File: src/common/spr_pkg.sv
// Purpose: constants and types for the serial-link pll control register bank
// Assumes: byte-wide registers reached through the serial register port
// Notes: addresses are the 15-bit register addresses used on the port
// Contract
// [RULE1] equalizer power field: 00 normal, 01 low power
// [RULE2] software keeps equalizer reserved bits at 0x22
// [RULE3] recalibrate bit rising edge starts pll calibration
// [RULE4] setting pll enable turns pll on, calibrates
// [RULE5] status bits 5/4 report charge pump overrange
// [RULE6] status bit 3 high after successful calibration
// [RULE7] status bit 2 high while calibration runs
// [RULE8] status bit 1 high once bias currents ready
// [RULE9] status bit 0 lock; status read-only, resets zero
// [RULE10] software keeps divider upper bits at one
// [RULE11] divider code 00/01/10 divides by 4/2/1
// [RULE12] software keeps divided reference within 35-80 MHz
// [RULE13] divider choice follows the lane rate bands
// [RULE14] termination bit rising edge starts termination calibration
// [RULE15] checksum mode selects field sum or packed-register sum
// [RULE16] per-lane computed checksum readable in result registers
// [RULE17] software enables link only after calibration finishes
// [RULE18] software polls lock and calibration-good before use
package spr_pkg;

    localparam int unsigned ADDR_W        = 15;
    localparam int unsigned INSTR_BITS    = 16;
    localparam int unsigned LANES         = 4;
    localparam int unsigned CFG_BYTES     = 13;

    localparam logic [14:0] EQ_BIAS_ADDR   = 15'h0268;
    localparam logic [14:0] PLL_EN_ADDR    = 15'h0280;
    localparam logic [14:0] PLL_STAT_ADDR  = 15'h0281;
    localparam logic [14:0] REF_DIV_ADDR   = 15'h0289;
    localparam logic [14:0] TERM_CAL_ADDR  = 15'h02a7;
    localparam logic [14:0] RX_GEN_ADDR    = 15'h0300;
    localparam logic [14:0] SUM_BASE_ADDR  = 15'h040e;
    localparam logic [14:0] SUM_STRIDE     = 15'h0008;

    localparam logic [7:0] EQ_BIAS_RESET   = 8'h62;
    localparam logic [7:0] PLL_EN_RESET    = 8'h00;
    localparam logic [7:0] REF_DIV_RESET   = 8'h04;

    localparam int unsigned PLL_EN_BIT     = 0;
    localparam int unsigned RECAL_BIT      = 2;
    localparam int unsigned TERM_CAL_BIT   = 0;
    localparam int unsigned CHK_MODE_BIT   = 6;
    localparam int unsigned ST_CP_HIGH     = 5;
    localparam int unsigned ST_CP_LOW      = 4;
    localparam int unsigned ST_CAL_GOOD    = 3;
    localparam int unsigned ST_CAL_RUN     = 2;
    localparam int unsigned ST_BIAS_OK     = 1;
    localparam int unsigned ST_LOCK        = 0;

    localparam logic [1:0] EQ_POWER_NORMAL = 2'h0;
    localparam logic [1:0] EQ_POWER_LOW    = 2'h1;
    localparam logic [1:0] DIV_BY_4        = 2'h0;
    localparam logic [1:0] DIV_BY_2        = 2'h1;
    localparam logic [1:0] DIV_BY_1        = 2'h2;

    // lane identity position inside the packed configuration bytes
    localparam int unsigned LID_BYTE       = 2;

    typedef enum logic {
        SPR_SPI_INSTR,
        SPR_SPI_DATA
    } spr_spi_state_t;

    typedef enum logic {
        SPR_CAL_IDLE,
        SPR_CAL_RUN
    } spr_cal_state_t;

endpackage

File: src/hw/spr_checksum.sv
// Purpose: per-lane link parameter checksum, two selectable methods
// Assumes: packed configuration bytes 0..12 common to all lanes except lane id
// Notes: combinational; the register bank registers the results
`timescale 1ns/1ps
module spr_checksum (
    input  wire logic [8*spr_pkg::CFG_BYTES-1:0] cfg_packed,
    input  wire logic [5*spr_pkg::LANES-1:0]     lane_ids,
    input  wire logic                            checksum_mode,
    output logic      [8*spr_pkg::LANES-1:0]     sums
);

    genvar ln;
    generate
        for (ln = 0; ln < spr_pkg::LANES; ln = ln + 1) begin : g_lane
            logic [7:0] b [0:spr_pkg::CFG_BYTES-1];
            logic [7:0] packed_sum;
            logic [7:0] field_sum;
            genvar bi;
            for (bi = 0; bi < spr_pkg::CFG_BYTES; bi = bi + 1) begin : g_byte
                if (bi == spr_pkg::LID_BYTE) begin : g_lid
                    assign b[bi] = {cfg_packed[8*bi+7:8*bi+5], lane_ids[5*ln+4:5*ln]};
                end else begin : g_plain
                    assign b[bi] = cfg_packed[8*bi+7:8*bi];
                end
            end

            always_comb begin
                packed_sum = 8'h00;
                for (int i = 0; i < spr_pkg::CFG_BYTES; i++) begin
                    packed_sum = packed_sum + b[i];
                end
            end

            // fields summed individually, each zero extended, result mod 256
            always_comb begin
                field_sum = b[0]
                    + {4'h0, b[1][7:4]} + {4'h0, b[1][3:0]}
                    + {7'h00, b[2][6]} + {7'h00, b[2][5]} + {3'h0, b[2][4:0]}
                    + {7'h00, b[3][7]} + {3'h0, b[3][4:0]}
                    + b[4] + {3'h0, b[5][4:0]} + b[6]
                    + {6'h00, b[7][7:6]} + {3'h0, b[7][4:0]}
                    + {5'h00, b[8][7:5]} + {3'h0, b[8][4:0]}
                    + {5'h00, b[9][7:5]} + {3'h0, b[9][4:0]}
                    + {7'h00, b[10][7]} + {3'h0, b[10][4:0]};
            end

            assign sums[8*ln+7:8*ln] = checksum_mode ? packed_sum : field_sum; // see [RULE15]
        end
    endgenerate

endmodule

File: src/hw/spr_pll_regs.sv
// Purpose: serial-port register bank for the serial-link pll and termination
// Assumes: port pins and analog status inputs synchronous to clk
// Notes: instruction is 16 bits (read flag then 15-bit address), data msb first,
//        address increments after each byte while the port stays selected
`timescale 1ns/1ps
module spr_pll_regs (
    input  wire logic                            clk,
    input  wire logic                            rstn,
    input  wire logic                            spi_sclk,
    input  wire logic                            spi_cs_n,
    input  wire logic                            spi_sdi,
    output logic                                 spi_sdo,
    output logic                                 spi_sdo_en_n,
    input  wire logic                            pll_locked_in,
    input  wire logic                            pll_bias_in,
    input  wire logic                            cp_high_in,
    input  wire logic                            cp_low_in,
    input  wire logic                            pll_cal_done,
    input  wire logic [8*spr_pkg::CFG_BYTES-1:0] cfg_packed,
    input  wire logic [5*spr_pkg::LANES-1:0]     lane_ids,
    output logic      [1:0]                      equalizer_power_select,
    output logic      [5:0]                      eq_bias_trim,
    output logic                                 pll_enable_bit,
    output logic                                 pll_cal_start,
    output logic      [1:0]                      reference_divide_select,
    output logic      [5:0]                      ref_div_upper,
    output logic                                 termination_cal_trigger,
    output logic                                 checksum_mode,
    output logic      [8*spr_pkg::LANES-1:0]     computed_sum_result
);

    logic                   sclk_q;
    logic                   sclk_rise;
    logic                   sclk_fall;
    spr_pkg::spr_spi_state_t spi_state;
    logic [3:0]             bit_cnt;
    logic [15:0]            shift_in;
    logic                   rd_mode;
    logic [14:0]            cur_addr;
    logic [7:0]             rd_shift;
    logic [15:0]            next_instr;
    logic [14:0]            rd_addr;
    logic [7:0]             rd_data;
    logic                   wr_stb;
    logic [14:0]            wr_addr;
    logic [7:0]             wr_data;

    logic [7:0]             eq_bias_control;
    logic [7:0]             pll_enable_control;
    logic [7:0]             ref_div_control;
    logic                   term_cal_bit;
    logic [7:0]             pll_status;
    spr_pkg::spr_cal_state_t cal_state;
    logic                   cal_good;
    logic [8*spr_pkg::LANES-1:0] sums;

    assign sclk_rise  = spi_sclk & ~sclk_q;
    assign sclk_fall  = ~spi_sclk & sclk_q;
    assign next_instr = {shift_in[14:0], spi_sdi};

    always_ff @(posedge clk or negedge rstn) begin
        if (!rstn) begin
            sclk_q <= 1'b0;
        end else begin
            sclk_q <= spi_sclk;
        end
    end

    // address for the byte about to be shifted out
    always_comb begin
        if (spi_state == spr_pkg::SPR_SPI_INSTR) begin
            rd_addr = next_instr[14:0];
        end else begin
            rd_addr = cur_addr + 15'h0001;
        end
    end

    always_comb begin
        rd_data = 8'h00;
        if (rd_addr == spr_pkg::EQ_BIAS_ADDR) begin
            rd_data = eq_bias_control;
        end else if (rd_addr == spr_pkg::PLL_EN_ADDR) begin
            rd_data = pll_enable_control;
        end else if (rd_addr == spr_pkg::PLL_STAT_ADDR) begin
            rd_data = pll_status; // see [RULE9]
        end else if (rd_addr == spr_pkg::REF_DIV_ADDR) begin
            rd_data = ref_div_control;
        end else if (rd_addr == spr_pkg::TERM_CAL_ADDR) begin
            rd_data = {7'h00, term_cal_bit};
        end else if (rd_addr == spr_pkg::RX_GEN_ADDR) begin
            rd_data = {1'b0, checksum_mode, 6'h00};
        end else begin
            for (int l = 0; l < spr_pkg::LANES; l++) begin
                if (rd_addr == spr_pkg::SUM_BASE_ADDR + 15'(l) * spr_pkg::SUM_STRIDE) begin
                    rd_data = computed_sum_result[8*l +: 8]; // see [RULE16]
                end
            end
        end
    end

    // serial port framing; deselect aborts any partial byte
    always_ff @(posedge clk or negedge rstn) begin
        if (!rstn) begin
            spi_state <= spr_pkg::SPR_SPI_INSTR;
            bit_cnt   <= 4'h0;
            shift_in  <= 16'h0000;
            rd_mode   <= 1'b0;
            cur_addr  <= 15'h0000;
            rd_shift  <= 8'h00;
            wr_stb    <= 1'b0;
            wr_addr   <= 15'h0000;
            wr_data   <= 8'h00;
        end else begin
            wr_stb <= 1'b0;
            if (spi_cs_n) begin
                spi_state <= spr_pkg::SPR_SPI_INSTR;
                bit_cnt   <= 4'h0;
            end else if (sclk_rise) begin
                shift_in <= next_instr;
                bit_cnt  <= bit_cnt + 4'h1;
                case (spi_state)
                    spr_pkg::SPR_SPI_INSTR: begin
                        if (bit_cnt == 4'hf) begin
                            spi_state <= spr_pkg::SPR_SPI_DATA;
                            rd_mode   <= next_instr[15];
                            cur_addr  <= next_instr[14:0];
                            rd_shift  <= rd_data;
                            bit_cnt   <= 4'h0;
                        end
                    end
                    spr_pkg::SPR_SPI_DATA: begin
                        if (bit_cnt == 4'h7) begin
                            bit_cnt  <= 4'h0;
                            cur_addr <= cur_addr + 15'h0001;
                            rd_shift <= rd_data;
                            if (!rd_mode) begin
                                wr_stb  <= 1'b1;
                                wr_addr <= cur_addr;
                                wr_data <= next_instr[7:0];
                            end
                        end
                    end
                    default: begin
                        spi_state <= spr_pkg::SPR_SPI_INSTR;
                    end
                endcase
            end else if (sclk_fall && spi_state == spr_pkg::SPR_SPI_DATA && rd_mode) begin
                rd_shift <= {rd_shift[6:0], 1'b0};
            end
        end
    end

    // read data leaves on the falling edge so the host samples it on the rising one
    always_ff @(posedge clk or negedge rstn) begin
        if (!rstn) begin
            spi_sdo      <= 1'b0;
            spi_sdo_en_n <= 1'b1;
        end else begin
            spi_sdo_en_n <= ~(~spi_cs_n && spi_state == spr_pkg::SPR_SPI_DATA && rd_mode);
            if (spi_cs_n) begin
                spi_sdo <= 1'b0;
            end else if (sclk_fall && spi_state == spr_pkg::SPR_SPI_DATA && rd_mode) begin
                spi_sdo <= rd_shift[7];
            end
        end
    end

    // control registers; reserved bits are stored as written except in the termination and checksum-mode registers
    always_ff @(posedge clk or negedge rstn) begin
        if (!rstn) begin
            eq_bias_control    <= spr_pkg::EQ_BIAS_RESET;
            pll_enable_control <= spr_pkg::PLL_EN_RESET;
            ref_div_control    <= spr_pkg::REF_DIV_RESET;
            term_cal_bit       <= 1'b0;
            checksum_mode      <= 1'b0;
        end else if (wr_stb) begin
            if (wr_addr == spr_pkg::EQ_BIAS_ADDR) begin
                eq_bias_control <= wr_data; // see [RULE1]
            end else if (wr_addr == spr_pkg::PLL_EN_ADDR) begin
                pll_enable_control <= wr_data;
            end else if (wr_addr == spr_pkg::REF_DIV_ADDR) begin
                ref_div_control <= wr_data; // see [RULE11]
            end else if (wr_addr == spr_pkg::TERM_CAL_ADDR) begin
                term_cal_bit <= wr_data[spr_pkg::TERM_CAL_BIT];
            end else if (wr_addr == spr_pkg::RX_GEN_ADDR) begin
                checksum_mode <= wr_data[spr_pkg::CHK_MODE_BIT]; // see [RULE15]
            end
        end
    end

    assign equalizer_power_select  = eq_bias_control[7:6];
    assign eq_bias_trim            = eq_bias_control[5:0];
    assign pll_enable_bit          = pll_enable_control[spr_pkg::PLL_EN_BIT];
    assign reference_divide_select = ref_div_control[1:0];
    assign ref_div_upper           = ref_div_control[7:2];

    // one-cycle start pulses on a written 0-to-1 change; steady levels do nothing
    always_ff @(posedge clk or negedge rstn) begin
        if (!rstn) begin
            pll_cal_start           <= 1'b0;
            termination_cal_trigger <= 1'b0;
        end else begin
            pll_cal_start <= wr_stb && wr_addr == spr_pkg::PLL_EN_ADDR
                && ((wr_data[spr_pkg::RECAL_BIT] && !pll_enable_control[spr_pkg::RECAL_BIT]) // see [RULE3]
                 || (wr_data[spr_pkg::PLL_EN_BIT] && !pll_enable_control[spr_pkg::PLL_EN_BIT])); // see [RULE4]
            termination_cal_trigger <= wr_stb && wr_addr == spr_pkg::TERM_CAL_ADDR
                && wr_data[spr_pkg::TERM_CAL_BIT] && !term_cal_bit; // see [RULE14]
        end
    end

    // calibration tracker; a new start wins over a done in the same cycle
    always_ff @(posedge clk or negedge rstn) begin
        if (!rstn) begin
            cal_state <= spr_pkg::SPR_CAL_IDLE;
            cal_good  <= 1'b0;
        end else if (!pll_enable_bit) begin
            cal_state <= spr_pkg::SPR_CAL_IDLE;
            cal_good  <= 1'b0;
        end else if (pll_cal_start) begin
            cal_state <= spr_pkg::SPR_CAL_RUN;
            cal_good  <= 1'b0;
        end else begin
            case (cal_state)
                spr_pkg::SPR_CAL_RUN: begin
                    if (pll_cal_done) begin
                        cal_state <= spr_pkg::SPR_CAL_IDLE;
                        cal_good  <= 1'b1; // see [RULE6]
                    end
                end
                default: begin
                    cal_state <= spr_pkg::SPR_CAL_IDLE;
                end
            endcase
        end
    end

    always_ff @(posedge clk or negedge rstn) begin
        if (!rstn) begin
            pll_status <= 8'h00;
        end else begin
            pll_status <= 8'h00;
            pll_status[spr_pkg::ST_CP_HIGH]  <= cp_high_in; // see [RULE5]
            pll_status[spr_pkg::ST_CP_LOW]   <= cp_low_in; // see [RULE5]
            pll_status[spr_pkg::ST_CAL_GOOD] <= cal_good; // see [RULE6]
            pll_status[spr_pkg::ST_CAL_RUN]  <= cal_state == spr_pkg::SPR_CAL_RUN; // see [RULE7]
            pll_status[spr_pkg::ST_BIAS_OK]  <= pll_bias_in; // see [RULE8]
            pll_status[spr_pkg::ST_LOCK]     <= pll_locked_in; // see [RULE9]
        end
    end

    spr_checksum u_checksum (
        .cfg_packed    (cfg_packed),
        .lane_ids      (lane_ids),
        .checksum_mode (checksum_mode),
        .sums          (sums)
    );

    always_ff @(posedge clk or negedge rstn) begin
        if (!rstn) begin
            computed_sum_result <= '0;
        end else begin
            computed_sum_result <= sums; // see [RULE16]
        end
    end

endmodule

File: config.mk
export PLATFORM = sky130hd
export DESIGN_NAME = spr_pll_regs
export DESIGN_NICKNAME = d
export VERILOG_FILES = /design/src/common/spr_pkg.sv /design/src/hw/spr_checksum.sv /design/src/hw/spr_pll_regs.sv
export SDC_FILE = /design/constraint.sdc
export NUM_CORES = 1
export LEC_CHECK = 0
export BUFFER_PORTS_ARGS = -buffer_cell sky130_fd_sc_hd__buf_2
export CAP_MARGIN = 5
export CORE_ASPECT_RATIO = 1.4
export CORE_MARGIN = 4
export CORE_UTILIZATION = 55
export CTS_CLUSTER_DIAMETER = 80
export CTS_CLUSTER_SIZE = 20
export DETAILED_ROUTE_END_ITERATION = 10
export PLACE_DENSITY = 0.83
export REMOVE_ABC_BUFFERS = 1
export SYNTH_ARGS = -nofsm -noshare
export SYNTH_HDL_FRONTEND = slang
export SYNTH_SLANG_ARGS = --single-unit
File: constraint.sdc
create_clock -name clk -period 3.6 [get_ports clk]
set_input_delay 0.36 -clock clk [delete_from_list [all_inputs] [get_ports clk]]
set_output_delay 0.36 -clock clk [all_outputs]
set_load 0.02 [all_outputs]
## Word level (Yosys, flattened, before mapping)

Cells that the tools add are included.

- Word-level logic and storage cells: 241
- Register bits: 139

- Equality and inequality tests: 23
- Reduce and logical (&&, ||, !) cells: 29
- Bitwise logic cells: 12
- Muxes and demuxes: 47
- Add/sub/neg operators: 107

Operators by type and width:

| kind | count |
|---|---|
| $add A8 B8 Y8 | 53 |
| $add A8 B5 Y8 | 28 |
| $eq A15 B10 Y1 const B | 11 |
| $mux W8 | 18 |
| $add A8 B1 Y8 | 10 |
| $add A8 B3 Y8 | 8 |
| $eq A15 B11 Y1 const B | 4 |
| $mux W15 | 3 |
| $add A8 B2 Y8 | 4 |
| $pmux W15 S2 | 1 |
| $mux W1 | 19 |
| $add A8 B4 Y8 | 2 |
| $mux W4 | 4 |
| $pmux W8 S2 | 1 |
| $reduce_and A4 Y1 | 4 |
| $add A15 B1 Y15 const B | 1 |
| $logic_and A1 B1 Y1 | 11 |
| $not A1 Y1 | 10 |
| $reduce_and A5 Y1 | 2 |
| $ne A3 B2 Y1 const B | 3 |
| $pmux W4 S2 | 1 |
| $reduce_and A2 Y1 | 3 |
| $reduce_and A6 Y1 | 1 |
| $reduce_bool A2 Y1 | 3 |
| 9 further kinds | 13 |

## Logic depth before layout (Yosys ltp)

- Word-level depth: 19
- Depth in mapped cells: 24

## Modules after synthesis

A second synthesis with hierarchy kept.

- Cells, all modules: 1488
- Area, all modules: 15209.6 um^2

Modules (own cells, without submodules):

| module | sequential area each (um^2) | instances | cells an instance | area an instance (um^2) |
|---|---|---|---|---|
| spr_checksum | 0.0 | 1 | 833 | 8659.6 |
| spr_pll_regs | 3484.6 | 1 | 655 | 6550.0 |

## Worst setup path before layout

OpenSTA, ideal clock, no wires.

- Kind: input to register
- Start point: in cfg_packed[0] (netlist bit)
- End point: reg computed_sum_result[23] (netlist bit)
- Buffers on the path: 0
- Slack: -2.009 ns
- Setup time: 0.141 ns
- Arrival: 5.468 ns
- Cell stages on the path: 19
- Cell sequence: fa_1 inv_1 fa_1 fa_1 xnor2_1 fa_1 fa_1 fa_1 inv_1 fa_1 inv_1 ha_1 a21o_1 a21oi_1 o21bai_1 a21oi_1 xnor2_1 xnor2_1 mux2i_1

- Word-level cells in the longest chain between the ends: 19

RTL lines:

| item | line | source |
|---|---|---|
| start: declaration | spr_pll_regs.sv:19 | `input wire logic [8*spr_pkg::CFG_BYTES-1:0] cfg_packed,` |
| $add A8 B4 Y8 (2 in a row) | spr_checksum.sv:37 | `+ {4'h0, b[1][7:4]} + {4'h0, b[1][3:0]}` |
| $add A8 B1 Y8 (2 in a row) | spr_checksum.sv:38 | `+ {7'h00, b[2][6]} + {7'h00, b[2][5]} + {3'h0, b[2][4:0]}` |
| $add A8 B5 Y8 | spr_checksum.sv:38 |  |
| $add A8 B1 Y8 | spr_checksum.sv:39 | `+ {7'h00, b[3][7]} + {3'h0, b[3][4:0]}` |
| $add A8 B5 Y8 | spr_checksum.sv:39 |  |
| $add A8 B8 Y8 | spr_checksum.sv:40 | `+ b[4] + {3'h0, b[5][4:0]} + b[6]` |
| $add A8 B5 Y8 | spr_checksum.sv:40 |  |
| $add A8 B8 Y8 | spr_checksum.sv:40 |  |
| (+2 left out) | -- |  |
| $add A8 B3 Y8 | spr_checksum.sv:42 | `+ {5'h00, b[8][7:5]} + {3'h0, b[8][4:0]}` |
| $add A8 B5 Y8 | spr_checksum.sv:42 |  |
| $add A8 B3 Y8 | spr_checksum.sv:43 | `+ {5'h00, b[9][7:5]} + {3'h0, b[9][4:0]}` |
| $add A8 B5 Y8 | spr_checksum.sv:43 |  |
| $add A8 B1 Y8 | spr_checksum.sv:44 | `+ {7'h00, b[10][7]} + {3'h0, b[10][4:0]};` |
| $add A8 B5 Y8 | spr_checksum.sv:44 |  |
| $mux W8 * | spr_checksum.sv:47 | `assign sums[8*ln+7:8*ln] = checksum_mode ? packed_sum : field_sum;` |
| named net sums (one bit) | spr_pll_regs.sv:55 | `logic [8*spr_pkg::LANES-1:0] sums;` |
| end signal: assignment | spr_pll_regs.sv:262 | `computed_sum_result <= sums;` |
| end: declaration | spr_pll_regs.sv:29 | `output logic [8*spr_pkg::LANES-1:0] computed_sum_result` |

Mark *: on every way through the listed nets, which the timed path passes. The rest lies on a longest branch.
A chain may end at the register's enable or synchronous reset.

## Worst setup path after layout

- Start point: in cfg_packed[1] (netlist bit)
- End point: reg computed_sum_result[7] (netlist bit)

Same word-level chain as after synthesis.

==> impl_summary.md <==
STA
The tightest hold margin is 41.50 ps. The count of final max-slew check failures is 0. Setup slack on the critical path of the routed design comes to -2004 ps. Setup violations remaining at the end of the flow were counted as 28. Setup repair after global routing could not meet its margin everywhere.

After layout, the minimum clock period comes to 5604 ps. In this run the tightest slew margin relative to its limit is 35.22%. The setup clock skew after layout is 9.128 ps. The maximum operating frequency is 178.5 MHz. The count of final hold-check violations is 0.

Dividing the final minimum period by the clock period gives 155.7%. For the pin with the worst max-slew slack, the measured transition is 959.5 ps.

Synth
By area, the combinational part of the netlist is dominated by adder cells. The multiplexer fraction of the synthesized cell area is 6.674%. The share of synthesized registers carrying an async set or reset is 100.0%. The synthesized netlist devotes 8.049% of its cell area to simple gates. Of the total synthesized cell area, the portion taken by XOR and XNOR cells is 5.159%. The mapped netlist covers 15,110 µm². The adder and majority gate portion of the synthesized area is 40.05%. The number of instances in the synthesized netlist is 1,418.

A synthesized cell averages 10.66 µm². The distinct cell type count after synthesis is 77. The number of enable-type register cells in the synthesized netlist is 0.

The post-synthesis sequential area ratio is 23.06%. The post-synthesis sequential element count is 139. The total number of yosys warnings is 0.

The flip-flop cell with the highest count after synthesis is sky130_fd_sc_hd__dfrtp_1. The compound-cell area share of the yosys netlist is 8.463%.

Clock tree
The clock network latency to the later pin of the worst-skew pair is 430 ps. Clock tree synthesis found a total of 139 sinks. The number of clock buffers added by TritonCTS is 17. After clock tree synthesis, the clock-pin slew on the worst setup and hold paths is 60 ps. The maximum number of buffers from clock root to sink is 2. The master cell of the clock root buffer is sky130_fd_sc_hd__clkbuf_16.

CTS built an H-tree with a depth of 4. TritonCTS built the clock tree.

Min path
The tightest min-delay check is of the in2reg type. The worst-case hold path end point is pll_status[5]$_DFF_PN0_. The count of cells along the worst hold path is 1.

The startpoint of the worst hold path is cp_high_in.

Setup path
The required time of the critical path is 3890 ps. The worst register-to-register path ends at rd_shift[7]$_DFFE_PN0P_. The cell family contributing the most delay on the critical path is adder cells. The slack of the worst reg-to-reg path is 200 ps. The largest stage delay on the critical path is 530 ps. STA classifies the critical path endpoint as a flop. Along the worst path, the maximum fanout reaches 4. The largest individual stage delay along the critical path comes from the cell sky130_fd_sc_hd__fa_1.

The most numerous cell type found on the critical path is sky130_fd_sc_hd__fa_1. The data arrival time of the worst path is 5900 ps. The buffering stage count on the worst path with inverters included is 6. The type of element launching the critical path is an input port. The path type of the worst setup path is in2reg. The startpoint identified for the worst register-to-register timing path is cur_addr[0]$_DFFE_PN0P_.

The worst-case reg-to-reg path depth is 9. The number of cells on the critical path is 25.

Global route
Entering global routing, the biggest net connects 74 pins. The global-route total usage across every layer is 31.12%. The total overflow left after global routing is 0. The initial antenna violation count is 1. The via count of the first global-routing pass is 13,630. The first global-routing pass estimated 71,680 µm of wire.

Floorplanning
In this run the standard cell core region covers 27,010 µm². The chip width is 148.1 µm. The height of the chip is 204.1 µm.

The site row count is 71. Once the floorplan was initialized, standard cells occupied 55.95% of the core. During I/O placement, the number of pins put on the boundary was 188. The area enclosed by the die boundary is 30,230 µm².

Detailed routing
Dividing the detail-routed via count by the number of cells gives 5.908. The via count is 12,700. The initial detailed-routing violation count is 1,074.

The post-detailed-route count of antenna-violating nets is 0. Dividing the detail-routed wire length by the instance count gives 23.53 µm. The DRC violation count after routing is 0. The count of TritonRoute iterations in the first routing pass is 6. The total detailed-routing wirelength is 50,580 µm.

Run status
The run finished, with violations left. The checks that failed: setup timing.

Place
The post-place instance area is 17,670 µm². The final RePlAce weighted congestion is 0.9434. The final HPWL from detailed placement is 36,990 µm. The number of buffers inserted by port buffering is 182.

Flow run
Across the run, the number of max-cap violations was 0.

Finish
At the end of the flow, the number of nets in the layout was 2,242. The area growth from synthesis to layout is 25.11%. The finished cells cover 18,900 µm². The post-route netlist has 33.02% of its cells at a drive strength greater than 1.
==> logic make-up after synthesis <==
kind of cell,Yosys count
adders and majority gates,336
buffers and inverters,340
and+or+nand+nor,230
muxes,91
AOI/OAI and AO/OA,193
xor gates and xnor gates,89
DFF,139
==> sequential cells by signal, indices dropped and copies added, names as in the netlist, 4 cells and up <==
signal	cells
computed_sum_result	32
cur_addr	15
shift_in	15
wr_addr	15
eq_bias_control	8
pll_enable_control	8
rd_shift	8
ref_div_control	8
wr_data	8
pll_status	6
bit_cnt	4
==> synthesized netlist by cell type (5+ instances only) <==
| cell type | number | area [µm²] |
|---|---|---|
| sky130_fd_sc_hd__inv_1 | 302 | 1134 |
| sky130_fd_sc_hd__buf_1 | 5 | 18.77 |
| sky130_fd_sc_hd__xnor2_1 | 69 | 604.3 |
| sky130_fd_sc_hd__nand4_1 | 6 | 37.54 |
| sky130_fd_sc_hd__mux2_2 | 78 | 878.3 |
| sky130_fd_sc_hd__nand2b_1 | 11 | 68.82 |
| sky130_fd_sc_hd__nor2_1 | 38 | 142.6 |
| sky130_fd_sc_hd__a21o_1 | 21 | 157.7 |
| sky130_fd_sc_hd__and3_1 | 7 | 43.79 |
| sky130_fd_sc_hd__mux2i_1 | 13 | 130.1 |
| sky130_fd_sc_hd__nand2_1 | 72 | 270.3 |
| sky130_fd_sc_hd__a222oi_1 | 6 | 60.06 |
| sky130_fd_sc_hd__dfstp_2 | 5 | 131.4 |
| sky130_fd_sc_hd__fa_1 | 246 | 4925 |
| sky130_fd_sc_hd__a221oi_1 | 6 | 52.55 |
| sky130_fd_sc_hd__or3_1 | 11 | 68.82 |
| sky130_fd_sc_hd__clkbuf_1 | 26 | 97.59 |
| sky130_fd_sc_hd__a31oi_1 | 5 | 31.28 |
| sky130_fd_sc_hd__dfrtp_1 | 134 | 3353 |
| sky130_fd_sc_hd__xor2_1 | 20 | 175.2 |
| sky130_fd_sc_hd__nor4_1 | 11 | 68.82 |
| sky130_fd_sc_hd__buf_2 | 6 | 30.03 |
| sky130_fd_sc_hd__a21oi_1 | 64 | 320.3 |
| sky130_fd_sc_hd__o21bai_1 | 11 | 82.58 |
| sky130_fd_sc_hd__nand3_1 | 14 | 70.07 |
| sky130_fd_sc_hd__nand3b_1 | 6 | 45.04 |
| sky130_fd_sc_hd__ha_1 | 90 | 1126 |
| sky130_fd_sc_hd__o21ai_0 | 24 | 120.1 |
| sky130_fd_sc_hd__o22ai_1 | 15 | 93.84 |
| sky130_fd_sc_hd__nor2b_1 | 6 | 37.54 |
| sky130_fd_sc_hd__nor3_1 | 15 | 75.07 |
==> how the worst max path moves through the flow <==
stage                  startpoint  slack (ps)                           endpoint
floorplan           cfg_packed[0]       -2040  computed_sum_result[23]$_DFF_PN0_
global placement    cfg_packed[1]       -2250  computed_sum_result[31]$_DFF_PN0_
detailed placement  cfg_packed[1]       -2350  computed_sum_result[15]$_DFF_PN0_
CTS                 cfg_packed[9]       -1550  computed_sum_result[15]$_DFF_PN0_
global route        cfg_packed[1]       -2070   computed_sum_result[7]$_DFF_PN0_
finish              cfg_packed[1]       -2000   computed_sum_result[7]$_DFF_PN0_
==> timing repair <==
| action | CTS | global route |
|---|---|---|
| gates resized for setup | 83 | 42 |
| hold buffers | 1 | 0 |
| setup buffers | 6 | 14 |
| setup endpoints to repair | 28 | 34 |
| pin swaps | 49 | 65 |
| hold endpoints to repair | 71 | 0 |
==> layer usage <==
layer  vias to the layer above  wire length [µm]  GRT usage [%]
met5                         -                 0              0
met4                         0              5374          22.32
met3                       390              3513          5.257
met2                       816             26360          58.03
met1                      6238             15340          30.69
li1                       5258                 -              -
==> placed cells by master, fill, tap and decap left out, drive strengths merged, types with 7 or more instances in the layout <==
master and count:
a21o 21, a21oi 65, a221oi 7, and3 8
buf 372, clkbuf 20, dfrtp 134, fa 246
ha 90, inv 302, mux2 78, mux2i 13
nand2 72, nand2b 11, nand3 15, nand4 7
nor2 38, nor3 16, nor4 12, o21ai 28
o21bai 11, o22ai 15, or3 11, xnor2 69
xor2 20
==> worst reg2reg max path: stages, from the launching register on <==
cell	delay, ps
sky130_fd_sc_hd__dfrtp_1	440
sky130_fd_sc_hd__ha_1	320
sky130_fd_sc_hd__nand3_1	320
sky130_fd_sc_hd__o31ai_1	400
sky130_fd_sc_hd__a31oi_1	230
sky130_fd_sc_hd__a311o_2	470
sky130_fd_sc_hd__or4_4	600
sky130_fd_sc_hd__or3_1	360
sky130_fd_sc_hd__o211ai_2	80
sky130_fd_sc_hd__a22oi_2	70
==> final cells by class <==
type | count | area (µm²)
Multi-Input combinational cell | 939 | 10730
Inverter | 302 | 1144
Sequential cell | 139 | 3486
Clock inverter | 11 | 193.9
Antenna cell | 1 | 2.502
Tap cell | 365 | 456.7
Timing Repair Buffer | 373 | 2447
Clock buffer | 20 | 446.7
Fill cell | 1808 | 8103
==> per-stage QoR <==
step	util [%]	setup TNS [ps]	cells	setup slack, ps
CTS	69.13	-31410	2138	-1553
global placement	65.44	-50110	2102	-2249
global route	69.99	-40950	2149	-2071
floorplan	-	-54470	1380	-2044
finish	70.00	-39230	2150	-2004
detailed placement	65.44	-52740	2102	-2354
Power is left out: the tool's default activity adds up to more than one toggle a clock period on the data nets, which glitch-free logic cannot reach.
